==> src/pkg/pci_target_addon_bridge_map.vh <==
// Register offsets, field positions and reset values of the target bridge.
// Included by the bridge core; holds definitions only.
`ifndef PCI_TARGET_ADDON_BRIDGE_MAP_VH
`define PCI_TARGET_ADDON_BRIDGE_MAP_VH

// Host-side byte offsets, below the bridged window (address bit 31 low).
`define OFF_MB_OUT 8'h00
`define OFF_MB_IN 8'h04
`define OFF_MB_STAT 8'h08
`define OFF_INT_CFG 8'h0C
`define OFF_BR_CTRL 8'h10
`define OFF_CFG_ID 8'h14
`define OFF_REGION0 8'h20
`define OFF_REGION1 8'h24
`define OFF_REGION2 8'h28
`define OFF_REGION3 8'h2C

// Add-on register port indices.
`define AO_MB_OUT 3'h0
`define AO_MB_IN 3'h1
`define AO_MB_STAT 3'h2
`define AO_INT_CFG 3'h3
`define AO_BR_CTRL 3'h4

// Interrupt configuration fields.
`define INT_PCI_SEL 0
`define INT_PCI_EN 2
`define INT_AO_SEL 3
`define INT_AO_EN 5
`define INT_DIRECT_EN 6
`define INT_PCI_FLAG 8
`define INT_AO_FLAG 9

// Bridge control fields.
`define CTRL_WFIFO_EN 0
`define CTRL_RFIFO_EN 1
`define CTRL_ACTIVE 2
`define CTRL_WAIT 3
`define CTRL_BUSY 8

// Region configuration fields; width code 0 = 8, 1 = 16, 2 = 32 bits.
`define REG_WIDTH 0
`define REG_IO 2
`define REG_EN 3
`define REG_SIZE 4

// Reset values.
`define INT_CFG_RST 7'h00
`define CTRL_RST 6'h00
`define REGION_RST 32'h00000000

// Configuration loader indices.
`define NV_ID_IDX 3'h0

`endif

==> src/core/pci_target_addon_bridge.v <==
// Target-only bridge: host registers on a classic Wishbone slave, add-on
// registers, mailboxes and four bridged regions toward add-on user logic.
// Assumes add-on pins are asynchronous to clk_i and the loader port is not.
`timescale 1ns/1ns
`include "pci_target_addon_bridge_map.vh"
module pci_target_addon_bridge #(
	parameter AW = 3,
	parameter [31:0] CFG_ID_DEFAULT = 32'h00A5005A // Arbitrary value.
) (
	input wire clk_i,
	input wire rst_i,
	input wire wb_cyc_i,
	input wire wb_stb_i,
	input wire wb_we_i,
	input wire [31:0] wb_adr_i,
	input wire [3:0] wb_sel_i,
	input wire [31:0] wb_dat_i,
	output wire [31:0] wb_dat_o,
	output wire wb_ack_o,
	output wire wb_rty_o,
	input wire nv_valid_i,
	input wire [2:0] nv_index_i,
	input wire [31:0] nv_data_i,
	input wire addon_sel_n_i,
	input wire addon_rd_n_i,
	input wire addon_wr_n_i,
	input wire [2:0] addon_adr_i,
	input wire [3:0] addon_be_n_i,
	input wire [31:0] addon_wdata_i,
	output wire [31:0] addon_rdata_o,
	input wire [7:0] mailbox_direct_data_i,
	input wire mailbox_load_n_i,
	output wire pci_irq_o,
	output wire addon_irq_o,
	output wire bridge_request_flag_n_o,
	output wire bridge_burst_flag_n_o,
	output wire bridge_write_dir_o,
	output wire [3:0] bridge_lane_enable_n_o,
	output wire [1:0] bridge_region_index_o,
	output wire [1:0] bridge_width_o,
	output wire bridge_io_space_o,
	output wire [28:0] bridge_addr_o,
	output wire [31:0] bridge_wdata_o,
	input wire [31:0] bridge_rdata_i,
	input wire bridge_ready_or_hold_n_i,
	output wire addon_strobe_n_o,
	output wire addon_strobe_oe_o
);
	localparam DEPTH = 1 << AW;
	localparam [AW:0] FULL_CNT = {1'b1, {AW{1'b0}}};
	localparam SW = 84;
	localparam [1:0] ENG_IDLE = 2'h0;
	localparam [1:0] ENG_REQ = 2'h1;
	localparam [1:0] ENG_PARK = 2'h2;
	localparam [1:0] ENG_GAP = 2'h3;

	// Add-on pins pass two flip-flops; only sync2_r and later are read.
	reg [SW-1:0] sync1_r;
	reg [SW-1:0] sync2_r;
	reg [4:0] prev_r;
	always @(posedge clk_i) begin
		if (rst_i) begin
			sync1_r <= {SW{1'b1}};
			sync2_r <= {SW{1'b1}};
			prev_r <= 5'h1F;
		end else begin
			sync1_r <= {mailbox_load_n_i, bridge_ready_or_hold_n_i,
				addon_sel_n_i, addon_rd_n_i, addon_wr_n_i, addon_adr_i,
				addon_be_n_i, addon_wdata_i, bridge_rdata_i,
				mailbox_direct_data_i};
			sync2_r <= sync1_r;
			prev_r <= sync2_r[83:79];
		end
	end
	wire s_load_n = sync2_r[83];
	wire s_ready_n = sync2_r[82];
	wire s_sel_n = sync2_r[81];
	wire [2:0] s_adr = sync2_r[78:76];
	wire [3:0] s_be = ~sync2_r[75:72];
	wire [31:0] s_wdata = sync2_r[71:40];
	wire [31:0] s_rdata = sync2_r[39:8];
	wire [7:0] s_direct = sync2_r[7:0];
	wire load_fall = prev_r[4] & ~s_load_n;
	wire ao_rd = prev_r[1] & ~sync2_r[80] & ~s_sel_n;
	wire ao_wr = prev_r[0] & ~sync2_r[79] & ~s_sel_n;

	// Host request decode; effects happen once, in the cycle before ack or retry.
	reg ack_r;
	reg rty_r;
	reg [31:0] wb_dat_r;
	wire wb_req = wb_cyc_i & wb_stb_i & ~ack_r & ~rty_r;
	wire br_sel = wb_adr_i[31];
	wire [7:0] off = wb_adr_i[7:0];
	wire reg_wr = wb_req & wb_we_i & ~br_sel;
	wire reg_rd = wb_req & ~wb_we_i & ~br_sel;
	wire [1:0] br_reg = wb_adr_i[30:29];
	wire [28:0] br_off = {wb_adr_i[28:2], 2'b00};

	// Region configuration, one entry per region.
	wire [31:0] region_w [0:3];
	genvar g;
	generate
		for (g = 0; g < 4; g = g + 1) begin : rgn
			localparam integer GI = g;
			localparam [7:0] MY_OFF = `OFF_REGION0 + {GI[5:0], 2'b00};
			localparam [2:0] NV_IDX = 3'h4 + GI[2:0];
			reg [31:0] cfg_r;
			always @(posedge clk_i) begin
				if (rst_i) begin
					cfg_r <= `REGION_RST;
				end else if (nv_valid_i && nv_index_i == NV_IDX) begin
					cfg_r <= nv_data_i;
				end else if (reg_wr && off == MY_OFF) begin
					cfg_r <= wb_dat_i;
				end
			end
			assign region_w[g] = cfg_r;
		end
	endgenerate
	wire [31:0] rcfg = region_w[br_reg];
	wire br_hit = rcfg[`REG_EN] &
		((br_off >> rcfg[`REG_SIZE +: 5]) == 29'h0);

	reg [31:0] cfg_id_r;
	reg [6:0] int_cfg_r;
	reg pci_flag_r;
	reg ao_flag_r;
	reg [5:0] ctrl_r;
	wire wf_en = ctrl_r[`CTRL_WFIFO_EN];
	wire rf_en = ctrl_r[`CTRL_RFIFO_EN];
	wire active = ctrl_r[`CTRL_ACTIVE];
	always @(posedge clk_i) begin
		if (rst_i) begin
			cfg_id_r <= CFG_ID_DEFAULT;
			ctrl_r <= `CTRL_RST;
		end else begin
			if (nv_valid_i && nv_index_i == `NV_ID_IDX) begin
				cfg_id_r <= nv_data_i;
			end
			if (reg_wr && off == `OFF_BR_CTRL && wb_sel_i[0]) begin
				ctrl_r <= wb_dat_i[5:0];
			end
		end
	end

	// Mailbox bytes: inbound written by host, outbound by add-on or pins.
	wire [31:0] mb_in_w;
	wire [31:0] mb_out_w;
	wire [3:0] in_full_w;
	wire [3:0] out_full_w;
	wire wr_in = reg_wr & (off == `OFF_MB_IN);
	wire rd_out = reg_rd & (off == `OFF_MB_OUT);
	wire ao_wr_out = ao_wr & (s_adr == `AO_MB_OUT);
	wire ao_rd_in = ao_rd & (s_adr == `AO_MB_IN);
	generate
		for (g = 0; g < 4; g = g + 1) begin : mbx
			reg [7:0] in_r;
			reg [7:0] out_r;
			reg in_full_r;
			reg out_full_r;
			wire load_here = load_fall & (g == 0);
			always @(posedge clk_i) begin
				if (rst_i) begin
					in_r <= 8'h00;
					out_r <= 8'h00;
					in_full_r <= 1'b0;
					out_full_r <= 1'b0;
				end else begin
					if (wr_in && wb_sel_i[g]) begin
						in_r <= wb_dat_i[8*g +: 8];
						in_full_r <= 1'b1;
					end else if (ao_rd_in && s_be[g]) begin
						in_full_r <= 1'b0;
					end
					if (load_here) begin
						out_r <= s_direct;
						out_full_r <= 1'b1;
					end else if (ao_wr_out && s_be[g]) begin
						out_r <= s_wdata[8*g +: 8];
						out_full_r <= 1'b1;
					end else if (rd_out && wb_sel_i[g]) begin
						out_full_r <= 1'b0;
					end
				end
			end
			assign mb_in_w[8*g +: 8] = in_r;
			assign mb_out_w[8*g +: 8] = out_r;
			assign in_full_w[g] = in_full_r;
			assign out_full_w[g] = out_full_r;
		end
	endgenerate
	wire [31:0] stat_w = {24'h000000, out_full_w, in_full_w};

	// Mailbox interrupts; a new event wins over a clear in the same cycle.
	wire pci_ev = (ao_wr_out & s_be[int_cfg_r[`INT_PCI_SEL +: 2]] &
		int_cfg_r[`INT_PCI_EN]) | (load_fall & int_cfg_r[`INT_DIRECT_EN]);
	wire ao_ev = wr_in & wb_sel_i[int_cfg_r[`INT_AO_SEL +: 2]] &
		int_cfg_r[`INT_AO_EN];
	wire int_wr = reg_wr & (off == `OFF_INT_CFG);
	wire ao_int_wr = ao_wr & (s_adr == `AO_INT_CFG) & s_be[1];
	always @(posedge clk_i) begin
		if (rst_i) begin
			int_cfg_r <= `INT_CFG_RST;
			pci_flag_r <= 1'b0;
			ao_flag_r <= 1'b0;
		end else begin
			if (int_wr && wb_sel_i[0]) begin
				int_cfg_r <= wb_dat_i[6:0];
			end
			if (pci_ev) begin
				pci_flag_r <= 1'b1;
			end else if ((int_wr && wb_sel_i[1] && wb_dat_i[8]) ||
				(ao_int_wr && s_wdata[8])) begin
				pci_flag_r <= 1'b0;
			end
			if (ao_ev) begin
				ao_flag_r <= 1'b1;
			end else if ((int_wr && wb_sel_i[1] && wb_dat_i[9]) ||
				(ao_int_wr && s_wdata[9])) begin
				ao_flag_r <= 1'b0;
			end
		end
	end
	assign pci_irq_o = pci_flag_r;
	assign addon_irq_o = ao_flag_r;

	// Write FIFO entry: region, lanes, offset, data; read FIFO holds data.
	reg [66:0] wf_mem [0:DEPTH-1];
	reg [AW:0] wf_wp_r;
	reg [AW:0] wf_rp_r;
	reg [31:0] rf_mem [0:DEPTH-1];
	reg [AW:0] rf_wp_r;
	reg [AW:0] rf_rp_r;
	wire [AW:0] wf_cnt = wf_wp_r - wf_rp_r;
	wire [AW:0] rf_cnt = rf_wp_r - rf_rp_r;
	reg [1:0] eng_r;
	reg [31:0] rt_data_r;
	reg rt_taken_r;
	reg rt_done_tgl_r;

	// Host-side bridge state: pending real-time access and prefetch window.
	reg rt_pend_r;
	reg rt_req_tgl_r;
	reg rt_we_r;
	reg [1:0] rt_reg_r;
	reg [28:0] rt_off_r;
	reg [3:0] rt_sel_r;
	reg [31:0] rt_wd_r;
	reg pf_on_r;
	reg pf_gen_r;
	reg [1:0] pf_reg_r;
	reg [28:0] pf_head_r;
	wire rt_done = rt_pend_r & (rt_done_tgl_r == rt_req_tgl_r);
	wire rt_match = rt_we_r == wb_we_i && rt_reg_r == br_reg &&
		rt_off_r == br_off;
	wire pf_match = pf_on_r && pf_reg_r == br_reg && pf_head_r == br_off;
	// A restart in the same cycle as a prefetch store must drop that word.
	wire rf_flush = wb_req & ~wb_we_i & rf_en & br_sel & br_hit & ~pf_match;
	reg [31:0] rd_mux;
	always @* begin
		case (off)
		`OFF_MB_OUT: rd_mux = mb_out_w;
		`OFF_MB_IN: rd_mux = mb_in_w;
		`OFF_MB_STAT: rd_mux = stat_w;
		`OFF_INT_CFG: rd_mux = {22'h000000, ao_flag_r, pci_flag_r,
			1'b0, int_cfg_r};
		`OFF_BR_CTRL: rd_mux = {23'h000000, eng_r != ENG_IDLE, 2'h0,
			ctrl_r};
		`OFF_CFG_ID: rd_mux = cfg_id_r;
		`OFF_REGION0: rd_mux = region_w[0];
		`OFF_REGION1: rd_mux = region_w[1];
		`OFF_REGION2: rd_mux = region_w[2];
		`OFF_REGION3: rd_mux = region_w[3];
		default: rd_mux = 32'h00000000;
		endcase
	end
	always @(posedge clk_i) begin
		if (rst_i) begin
			ack_r <= 1'b0;
			rty_r <= 1'b0;
			wb_dat_r <= 32'h00000000;
			wf_wp_r <= {(AW+1){1'b0}};
			rf_rp_r <= {(AW+1){1'b0}};
			rt_pend_r <= 1'b0;
			rt_req_tgl_r <= 1'b0;
			rt_we_r <= 1'b0;
			rt_reg_r <= 2'h0;
			rt_off_r <= 29'h0;
			rt_sel_r <= 4'h0;
			rt_wd_r <= 32'h00000000;
			pf_on_r <= 1'b0;
			pf_gen_r <= 1'b0;
			pf_reg_r <= 2'h0;
			pf_head_r <= 29'h0;
		end else begin
			ack_r <= 1'b0;
			rty_r <= 1'b0;
			if (wb_req && (!br_sel || !br_hit)) begin
				ack_r <= 1'b1;
				wb_dat_r <= br_sel ? 32'h00000000 : rd_mux;
			end else if (wb_req && wb_we_i && wf_en) begin
				// Any write invalidates prefetched data to keep reads fresh.
				pf_on_r <= 1'b0;
				if (wf_cnt != FULL_CNT) begin
					wf_mem[wf_wp_r[AW-1:0]] <= {br_reg, wb_sel_i, br_off,
						wb_dat_i};
					wf_wp_r <= wf_wp_r + 1'b1;
					ack_r <= 1'b1;
				end else begin
					rty_r <= 1'b1;
				end
			end else if (wb_req && !wb_we_i && rf_en) begin
				if (pf_match && rf_cnt != 0) begin
					ack_r <= 1'b1;
					wb_dat_r <= rf_mem[rf_rp_r[AW-1:0]];
					rf_rp_r <= rf_rp_r + 1'b1;
					pf_head_r <= pf_head_r + 29'h4;
				end else begin
					rty_r <= 1'b1;
					if (!pf_match) begin
						rf_rp_r <= rf_wp_r;
						pf_gen_r <= ~pf_gen_r;
						pf_on_r <= 1'b1;
						pf_reg_r <= br_reg;
						pf_head_r <= br_off;
					end
				end
			end else if (wb_req) begin
				if (rt_pend_r && rt_match && rt_done) begin
					ack_r <= 1'b1;
					wb_dat_r <= rt_data_r;
					rt_pend_r <= 1'b0;
				end else begin
					rty_r <= 1'b1;
					if (!rt_pend_r) begin
						rt_pend_r <= 1'b1;
						rt_req_tgl_r <= ~rt_req_tgl_r;
						rt_we_r <= wb_we_i;
						rt_reg_r <= br_reg;
						rt_off_r <= br_off;
						rt_sel_r <= wb_sel_i;
						rt_wd_r <= wb_dat_i;
						pf_on_r <= pf_on_r & ~wb_we_i;
					end
				end
			end
		end
	end
	assign wb_ack_o = ack_r;
	assign wb_rty_o = rty_r;
	assign wb_dat_o = wb_dat_r;

	// Add-on engine: one word per job, write FIFO first, then real time,
	// then prefetch. PARK then GAP keep the shared strobe safe to hand over.
	reg [2:0] wait_r;
	reg job_we_r;
	reg job_rt_r;
	reg job_gen_r;
	reg job_burst_r;
	reg [1:0] job_reg_r;
	reg [3:0] job_sel_r;
	reg [28:0] job_off_r;
	reg [31:0] job_wd_r;
	reg [28:0] fill_r;
	reg seen_gen_r;
	reg strobe_n_r;
	reg strobe_oe_r;
	wire [66:0] wf_head = wf_mem[wf_rp_r[AW-1:0]];
	wire job_done = active ? (wait_r == ctrl_r[`CTRL_WAIT +: 3]) :
		~s_ready_n;
	wire [31:0] jcfg = region_w[job_reg_r];
	wire eng_pick = seen_gen_r == pf_gen_r && (wf_cnt != 0 ||
		rt_taken_r != rt_req_tgl_r || (pf_on_r && rf_cnt != FULL_CNT));
	always @(posedge clk_i) begin
		if (rst_i) begin
			eng_r <= ENG_IDLE;
			wf_rp_r <= {(AW+1){1'b0}};
			rf_wp_r <= {(AW+1){1'b0}};
			rt_taken_r <= 1'b0;
			rt_done_tgl_r <= 1'b0;
			rt_data_r <= 32'h00000000;
			wait_r <= 3'h0;
			job_we_r <= 1'b0;
			job_rt_r <= 1'b0;
			job_gen_r <= 1'b0;
			job_burst_r <= 1'b0;
			job_reg_r <= 2'h0;
			job_sel_r <= 4'h0;
			job_off_r <= 29'h0;
			job_wd_r <= 32'h00000000;
			fill_r <= 29'h0;
			seen_gen_r <= 1'b0;
			strobe_n_r <= 1'b1;
			strobe_oe_r <= 1'b0;
		end else begin
			case (eng_r)
			ENG_IDLE: begin
				wait_r <= 3'h0;
				if (seen_gen_r != pf_gen_r) begin
					seen_gen_r <= pf_gen_r;
					fill_r <= pf_head_r;
				end else if (wf_cnt != 0) begin
					{job_reg_r, job_sel_r, job_off_r, job_wd_r} <= wf_head;
					wf_rp_r <= wf_rp_r + 1'b1;
					job_we_r <= 1'b1;
					job_rt_r <= 1'b0;
					job_burst_r <= wf_cnt > 1;
					eng_r <= ENG_REQ;
				end else if (rt_taken_r != rt_req_tgl_r) begin
					rt_taken_r <= rt_req_tgl_r;
					{job_reg_r, job_sel_r, job_off_r} <=
						{rt_reg_r, rt_sel_r, rt_off_r};
					job_wd_r <= rt_wd_r;
					job_we_r <= rt_we_r;
					job_rt_r <= 1'b1;
					job_burst_r <= 1'b0;
					eng_r <= ENG_REQ;
				end else if (pf_on_r && rf_cnt != FULL_CNT) begin
					job_reg_r <= pf_reg_r;
					job_sel_r <= 4'hF;
					job_off_r <= fill_r;
					job_gen_r <= pf_gen_r;
					job_we_r <= 1'b0;
					job_rt_r <= 1'b0;
					job_burst_r <= 1'b1;
					fill_r <= fill_r + 29'h4;
					eng_r <= ENG_REQ;
				end
				// In active mode the strobe is low for the whole job and is driven again
				// only after GAP and IDLE have left it undriven.
				strobe_n_r <= ~(active & eng_pick);
				strobe_oe_r <= active & eng_pick;
			end
			ENG_REQ: begin
				// Completion returns the strobe high for one parked clock.
				strobe_n_r <= ~active | job_done;
				strobe_oe_r <= active;
				if (active) begin
					wait_r <= wait_r + 3'h1;
				end
				if (job_done) begin
					eng_r <= ENG_PARK;
					if (job_rt_r) begin
						if (!job_we_r) begin
							rt_data_r <= s_rdata;
						end
						rt_done_tgl_r <= rt_taken_r;
					end else if (!job_we_r && job_gen_r == pf_gen_r &&
						!rf_flush) begin
						rf_mem[rf_wp_r[AW-1:0]] <= s_rdata;
						rf_wp_r <= rf_wp_r + 1'b1;
					end
				end
			end
			ENG_PARK: begin
				strobe_n_r <= 1'b1;
				strobe_oe_r <= 1'b0;
				eng_r <= ENG_GAP;
			end
			ENG_GAP: begin
				strobe_oe_r <= 1'b0;
				eng_r <= ENG_IDLE;
			end
			default: eng_r <= ENG_IDLE;
			endcase
		end
	end
	assign bridge_request_flag_n_o = ~(eng_r == ENG_REQ);
	assign bridge_burst_flag_n_o = ~job_burst_r;
	assign bridge_write_dir_o = job_we_r;
	assign bridge_lane_enable_n_o = ~job_sel_r;
	assign bridge_region_index_o = job_reg_r;
	assign bridge_width_o = jcfg[`REG_WIDTH +: 2];
	assign bridge_io_space_o = jcfg[`REG_IO];
	assign bridge_addr_o = job_off_r;
	assign bridge_wdata_o = job_wd_r;
	assign addon_strobe_n_o = strobe_n_r;
	assign addon_strobe_oe_o = strobe_oe_r;

	// Add-on register reads return one cycle after the strobe edge is seen.
	reg [31:0] ao_rdata_r;
	always @(posedge clk_i) begin
		if (rst_i) begin
			ao_rdata_r <= 32'h00000000;
		end else if (ao_rd) begin
			case (s_adr)
			`AO_MB_IN: ao_rdata_r <= mb_in_w;
			`AO_MB_OUT: ao_rdata_r <= mb_out_w;
			`AO_MB_STAT: ao_rdata_r <= stat_w;
			`AO_INT_CFG: ao_rdata_r <= {22'h000000, ao_flag_r,
				pci_flag_r, 1'b0, int_cfg_r};
			`AO_BR_CTRL: ao_rdata_r <= {26'h0000000, ctrl_r};
			default: ao_rdata_r <= 32'h00000000;
			endcase
		end
	end
	assign addon_rdata_o = ao_rdata_r;
endmodule

==> config.mk <==
export PLATFORM = sky130hd
export DESIGN_NAME = pci_target_addon_bridge
export DESIGN_NICKNAME = d
export VERILOG_FILES = /design/src/core/pci_target_addon_bridge.v
export VERILOG_INCLUDE_DIRS = /design/src /design/src/pkg
export SDC_FILE = /design/constraint.sdc
export NUM_CORES = 2
export LEC_CHECK = 0
export ABC_CLOCK_PERIOD_IN_PS = 25800
export BUFFER_PORTS_ARGS = -buffer_cell sky130_fd_sc_hd__buf_2
export CORE_MARGIN = 1
export CORE_UTILIZATION = 38
export CTS_BUF_LIST = sky130_fd_sc_hd__clkbuf_4
export CTS_CLUSTER_DIAMETER = 80
export CTS_CLUSTER_SIZE = 40
export DETAILED_ROUTE_END_ITERATION = 6
export GPL_ROUTABILITY_DRIVEN = 0
export MAX_ROUTING_LAYER = met4
export SLEW_MARGIN = 10
export SYNTH_ARGS = -nofsm -noshare
export SYNTH_HDL_FRONTEND = slang
export SYNTH_SLANG_ARGS = --single-unit
==> constraint.sdc <==
create_clock -name clk_i -period 25.8 [get_ports clk_i]
set_input_delay 5.16 -clock clk_i [delete_from_list [all_inputs] [get_ports clk_i]]
set_output_delay 5.16 -clock clk_i [all_outputs]
set_load 0.005 [all_outputs]
Word-level counts from Yosys, hierarchy flattened
Memories as Yosys holds them, arrays and structs flattened. A register that Yosys moved wholly into a read port is not among the register bits. Cells that the tools add are included.

Output and inout port bits: 143. Flip-flop bits (word level): 745. Memories kept: 2. Bits of input ports: 193. Memory bits (writable): 776. Word-level logic and storage cells: 425.

Memories: wf_mem (words 8, width 65, rd ports 1, clocked after memory_dff 1, write ports 1, RTL line pci_target_addon_bridge.v:228) `reg [66:0] wf_mem [0:DEPTH-1];`; rf_mem (words 8, width 32, rd ports 1, clocked after memory_dff 1, write ports 1, RTL line pci_target_addon_bridge.v:231) `reg [31:0] rf_mem [0:DEPTH-1];`.

Equality and inequality tests: 46. Multiplexer cells: 122. Add/subtract/negate cells: 9. Reductions and logical operators: 111. Shift operators: 1. Magnitude comparators: 5. Bitwise logic cells: 65.

Operators with widths (count): 32-bit two-way mux (17); 32-bit case mux with 10 select lines (1); 29-bit two-way mux (9); 32-bit case mux with 5 select lines (1); 32-bit binary-select mux with 2-bit select (2); 1-bit two-way mux (62); 29-bit by 3-bit adder with 29-bit output (second input constant) (2); 1-bit logical AND (49); 2-bit nonzero test (18); 1-bit bitwise AND (32); 8-bit by 6-bit equality test with 1-bit output (second input constant) (4); 29-bit equality test (1); 29-bit logical NOT (1); 29-bit by 5-bit right shift with 29-bit output (1); 4-bit AND reduction (7); 27-bit equality test (1); 1-bit inverter (27); 3-bit two-way mux (7); 4-bit two-way mux (5); 9-bit two-way mux (2); 3-bit AND reduction (6); 3-bit nonzero test (6); 4-bit by 1-bit adder with 4-bit output (second input constant) (4); 8-bit by 4-bit equality test with 1-bit output (second input constant) (2); other kinds (41) (92).

Depth between registers and ports, before layout
Word-level depth: 17. Gate-level depth with buffers: 14. Mapped depth without buffers: 11.

Worst setup path after synthesis
No wires, ideal clock.

Path type: input -> register. Start point: in wb_adr_i[29]. End point: mem wf_mem[3][0] (netlist bit), enable pin. Setup time: 0.568 ns. Stages: 13. Setup slack: 13.209 ns. Required time: 25.232 ns. Arrival time: 12.023 ns. Buffers on the path: 4. Cell sequence: buf_6 > mux4_2 > buf_6 > buf_6 > nor3_1 > a2111oi_0 > nor3_1 > o221ai_2 > nor2_1 > a31o_1 > buf_2 > nand3_1 > nor3_1.

Longest elaborated chain between the ends: 13.

Ends and longest elaborated chain: start, declared (RTL line pci_target_addon_bridge.v:15) `input wire [31:0] wb_adr_i,`; 2-bit inverter with 3-bit output (not written as such) (*) (RTL line pci_target_addon_bridge.v:120) `wire [31:0] rcfg = region_w[br_reg];`; 32-bit binary-select mux with 2-bit select (*) (RTL line pci_target_addon_bridge.v:120); 9-bit two-way mux (not written as such) (*) (2 in series) (RTL line pci_target_addon_bridge.v:120); 29-bit by 5-bit right shift with 29-bit output (RTL line pci_target_addon_bridge.v:122) `` ((br_off >> rcfg[`REG_SIZE +: 5]) == 29'h0); ``; 29-bit logical NOT (RTL line pci_target_addon_bridge.v:122); 1-bit bitwise AND (*) (RTL line pci_target_addon_bridge.v:121) `` wire br_hit = rcfg[`REG_EN] & ``; 1-bit logical NOT (*) (RTL line pci_target_addon_bridge.v:298) `if (wb_req && (!br_sel || !br_hit)) begin`; 1-bit logical OR (*) (RTL line pci_target_addon_bridge.v:298); 1-bit logical AND (*) (RTL line pci_target_addon_bridge.v:298); 1-bit two-way mux (*) (RTL line pci_target_addon_bridge.v:298); 1-bit two-way mux (*) (RTL line pci_target_addon_bridge.v:278) `if (rst_i) begin`; 1-bit two-way mux (not written as such) (*) (RTL line pci_target_addon_bridge.v:305) `wf_mem[wf_wp_r[AW-1:0]] <= {br_reg, wb_sel_i, br_off,`; end, declared (RTL line pci_target_addon_bridge.v:228).

Every way passes the cells marked *; elsewhere a longest branch is shown, timed or not. The select of a mux whose other input is x is not followed.

Worst setup path in the final report
Start point: in wb_adr_i[29]. End point: mem wf_mem[6][25] (netlist bit), enable pin.

Same word-level chain as after synthesis.

==> results.ini <==
[cts]
cts-hold-fix-buffers = 0
ctsResizeCount = 0
postCtsSetupRepairBufs = 0
clkTransAtPathRegs_ns = 0.32
cts.sinks = 1521
clockBufferDepth = 3
clkLatencyLatePin_ns = 1.32
h-tree-depth = 3
root_buffer = clkbuf_4
numCtsBuffers = 83
cts_tree = done

[finish]
instances_no_fill = 7396
multi_input_area_um2 = 22370
final_common_cell = edfxtp_1
drive_above_1_share_pct = 20.47
final_cell_mix = 776 x edfxtp_1, 740 x dfxtp_1, 478 x nor2_1
n_fill_cell = 15070
final_util_pct = 42.03
regArea_um2 = 38230
fin_nets = 5334
syn_to_final_growth_pct = 9.171

[floorplan]
die_y_um = 406.3
die_area_um2 = 165000
pin_count = 336
fp.dieW_um = 406.3
coreArea_um2 = 161300
start_util_pct = 38.50
row_count = 147

[sta]
setup_slack_ns = 15.90
period_minus_slack_ns = 9.900
rsz0062_at_grt = false
timing.setup.tns_ns = 0
finalHoldViolCount = 0
finalCritPeriodShare_pct = 38.37
max_slew.worst_pin.slew_ns = 1.300
slew_headroom_pct = 12.80
timing.clock.skew_ns = 0.2687
setup_viol = 0
drv_slew = 0
max_freq_mhz = 101.0

[power]
p_per_area_nw_per_um2 = 69.33
ir_drop_mv = 0.07294
p_leak_nw = 21.96
power_w = 0.004700

[critical_path]
startpoint_type = primary input
crit_chain = buf_2 -> mux4_2 -> a21oi_1 -> a32oi_2 -> nor4b_2 -> o221ai_2 -> nor2_1 -> a31o_2 -> buf_4 -> nand3_1 -> nor3_2 -> buf_4 -> buf_4
crit_top_cell = buf_4
cp_top_family = buffers and inverters
cp_slowest_cell = mux4_2
crit_type = primary input to register
cp_max_fo = 71
critPathMaxStageDelay_ns = 0.86
cp.required_ns = 26.61
worst_setup_path_end_kind = register
arrival_ns = 10.71
cp_num_buf_inv = 4

[place]
dp_hpwl_um = 118700
place_ws_ns = 14.72
dpl.cell_count = 7198
portBuffers = 335

[detailed_routing]
avgViaCountPerCell = 5.679
dr_wl_met2_um = 88940
drc = 0
wl_met3_um = 14870
drt-total-wl_um = 184400
wire_per_inst_um = 24.94
highest_layer = met4
wl_met1_um = 75790
dr.first_iter.drc_count = 4224
first_pass_iters = 7
vias = 42000
antenna_left = 0

[global_route]
grt_pass1_vias = 39380
grt_max_degree = 194
gr-usage-all-layers_pct = 22.51
grt.overflow.total = 0
antenna_found_initial = 40
grt_pass1_wl_um = 268500

[yosys]
avgSynthCellArea_um2 = 12.37
synth_edf_count = 776
synthesis.yosys.warnings = 0
synth-seq-cells = 1521
synth_fp_nets = 5233
ys_async_sr_fraction_pct = 0
ys_seq_area_share_pct = 61.54
synthCells = 5022
yosysUniqueCellTypes = 79
synth_top_flop_cell = edfxtp_1
syn_area_um2 = 62100

[flow_run]
max-cap-violations = 0

[outcome]
status = finished clean

[worst_hold_path]
hp-class = register to register

## worst reg2reg max path: stages, from the launching register on
cell and delay [ns]:
dfxtp_1 0.44, mux4_2 0.78, a21oi_1 0.33, a32oi_2 0.18, nor4b_2 0.40, o221ai_2 0.24, nor2_1 0.27, a31o_2 0.16
buf_4 0.73, nand3_1 0.56, nor3_2 0.29, buf_4 0.39, buf_4 0.66
## state kept, by name (all words and copies together), names as in the netlist, 32 cells and up, named ones only
register	flops
sync1_r	84
rgn.cfg_r	128
rt_data_r	32
wf_mem	520
sync2_r	84
wb_dat_o	32
rf_mem	256
rt_wd_r	32
cfg_id_r	32
mbx.out_r	32
addon_rdata_o	32
bridge_wdata_o	32
mbx.in_r	32
## metal layers
layer,track usage (%),vias to the layer above
li1,-,18990
met5,-,-
met1,29.10,21210
met2,35.67,1558
met4,5.899,0
met3,5.038,240
## synth_stat cells, types with 38 or more instances
master	n	area [µm²]
dfxtp_1	745	14910
nand3_1	125	625.6
a211oi_1	211	1584
and3_1	49	306.5
clkbuf_1	329	1235
a22oi_1	93	698.2
mux2i_1	269	2693
a31oi_1	42	262.8
a311oi_1	42	367.9
o21ai_0	141	705.7
nand4_1	38	237.7
inv_1	40	150.1
nor3_1	48	240.2
edfxtp_1	776	23300
xnor2_1	64	560.5
buf_1	40	150.1
nand2_1	370	1389
nor2_1	486	1824
a22o_1	39	341.6
mux4_2	213	4797
a21oi_1	334	1672
or2_2	178	1114
## path summary, 6_finish.rpt
kind,startpoint,to,slack [ns],cells after the start
max,wb_adr_i[29],wf_mem[6][25],15.90,13
min,sync1_r[30],sync2_r[30],0.34,1
max reg2reg,rgn[3].cfg_r[4],wf_mem[6][25],19.93,12
min reg2reg,sync1_r[30],sync2_r[30],0.34,1
## through the flow
step / hold WS [ns] / area (µm²)
global route: 0.3236 / 67790
CTS: 0.3449 / 67670
detailed placement: 0.3923 / 65740
global placement: 0.3917 / 65740
finish: 0.3364 / 67800
floorplan: 0.3895 / 62100
## final cells by class
cell class	instances	area share [%]
multi-input cells	3061	32.99
diodes	42	0.1550
flip-flops and latches	1521	56.39
repair buffers	415	3.392
inverters	41	0.2270
clock buffers	87	0.9634
clock inverters	69	1.890
well taps	2160	3.986
## logic make-up after synthesis
kind of cell    count (synthesis)  synth area share (%)
flops                        1521                 61.54
simple gates                 1421                 10.67
compound gates               1031                 10.87
mux                           518                 12.72
buf+inv                       440                 2.801
xor+xnor                       73                 1.030
fa+ha+maj                      18                0.3747
## power breakdown
group | switching (W) | internal [W] | total [W] | leakage, nW
logic | 0.000520 | 0.000304 | 0.000824 | 8.02
clock network | 0.000922 | 0.000299 | 0.00122 | 0.956
registers | 0.0000546 | 0.00260 | 0.00265 | 13.0
Power figures use the tool's default switching activity.
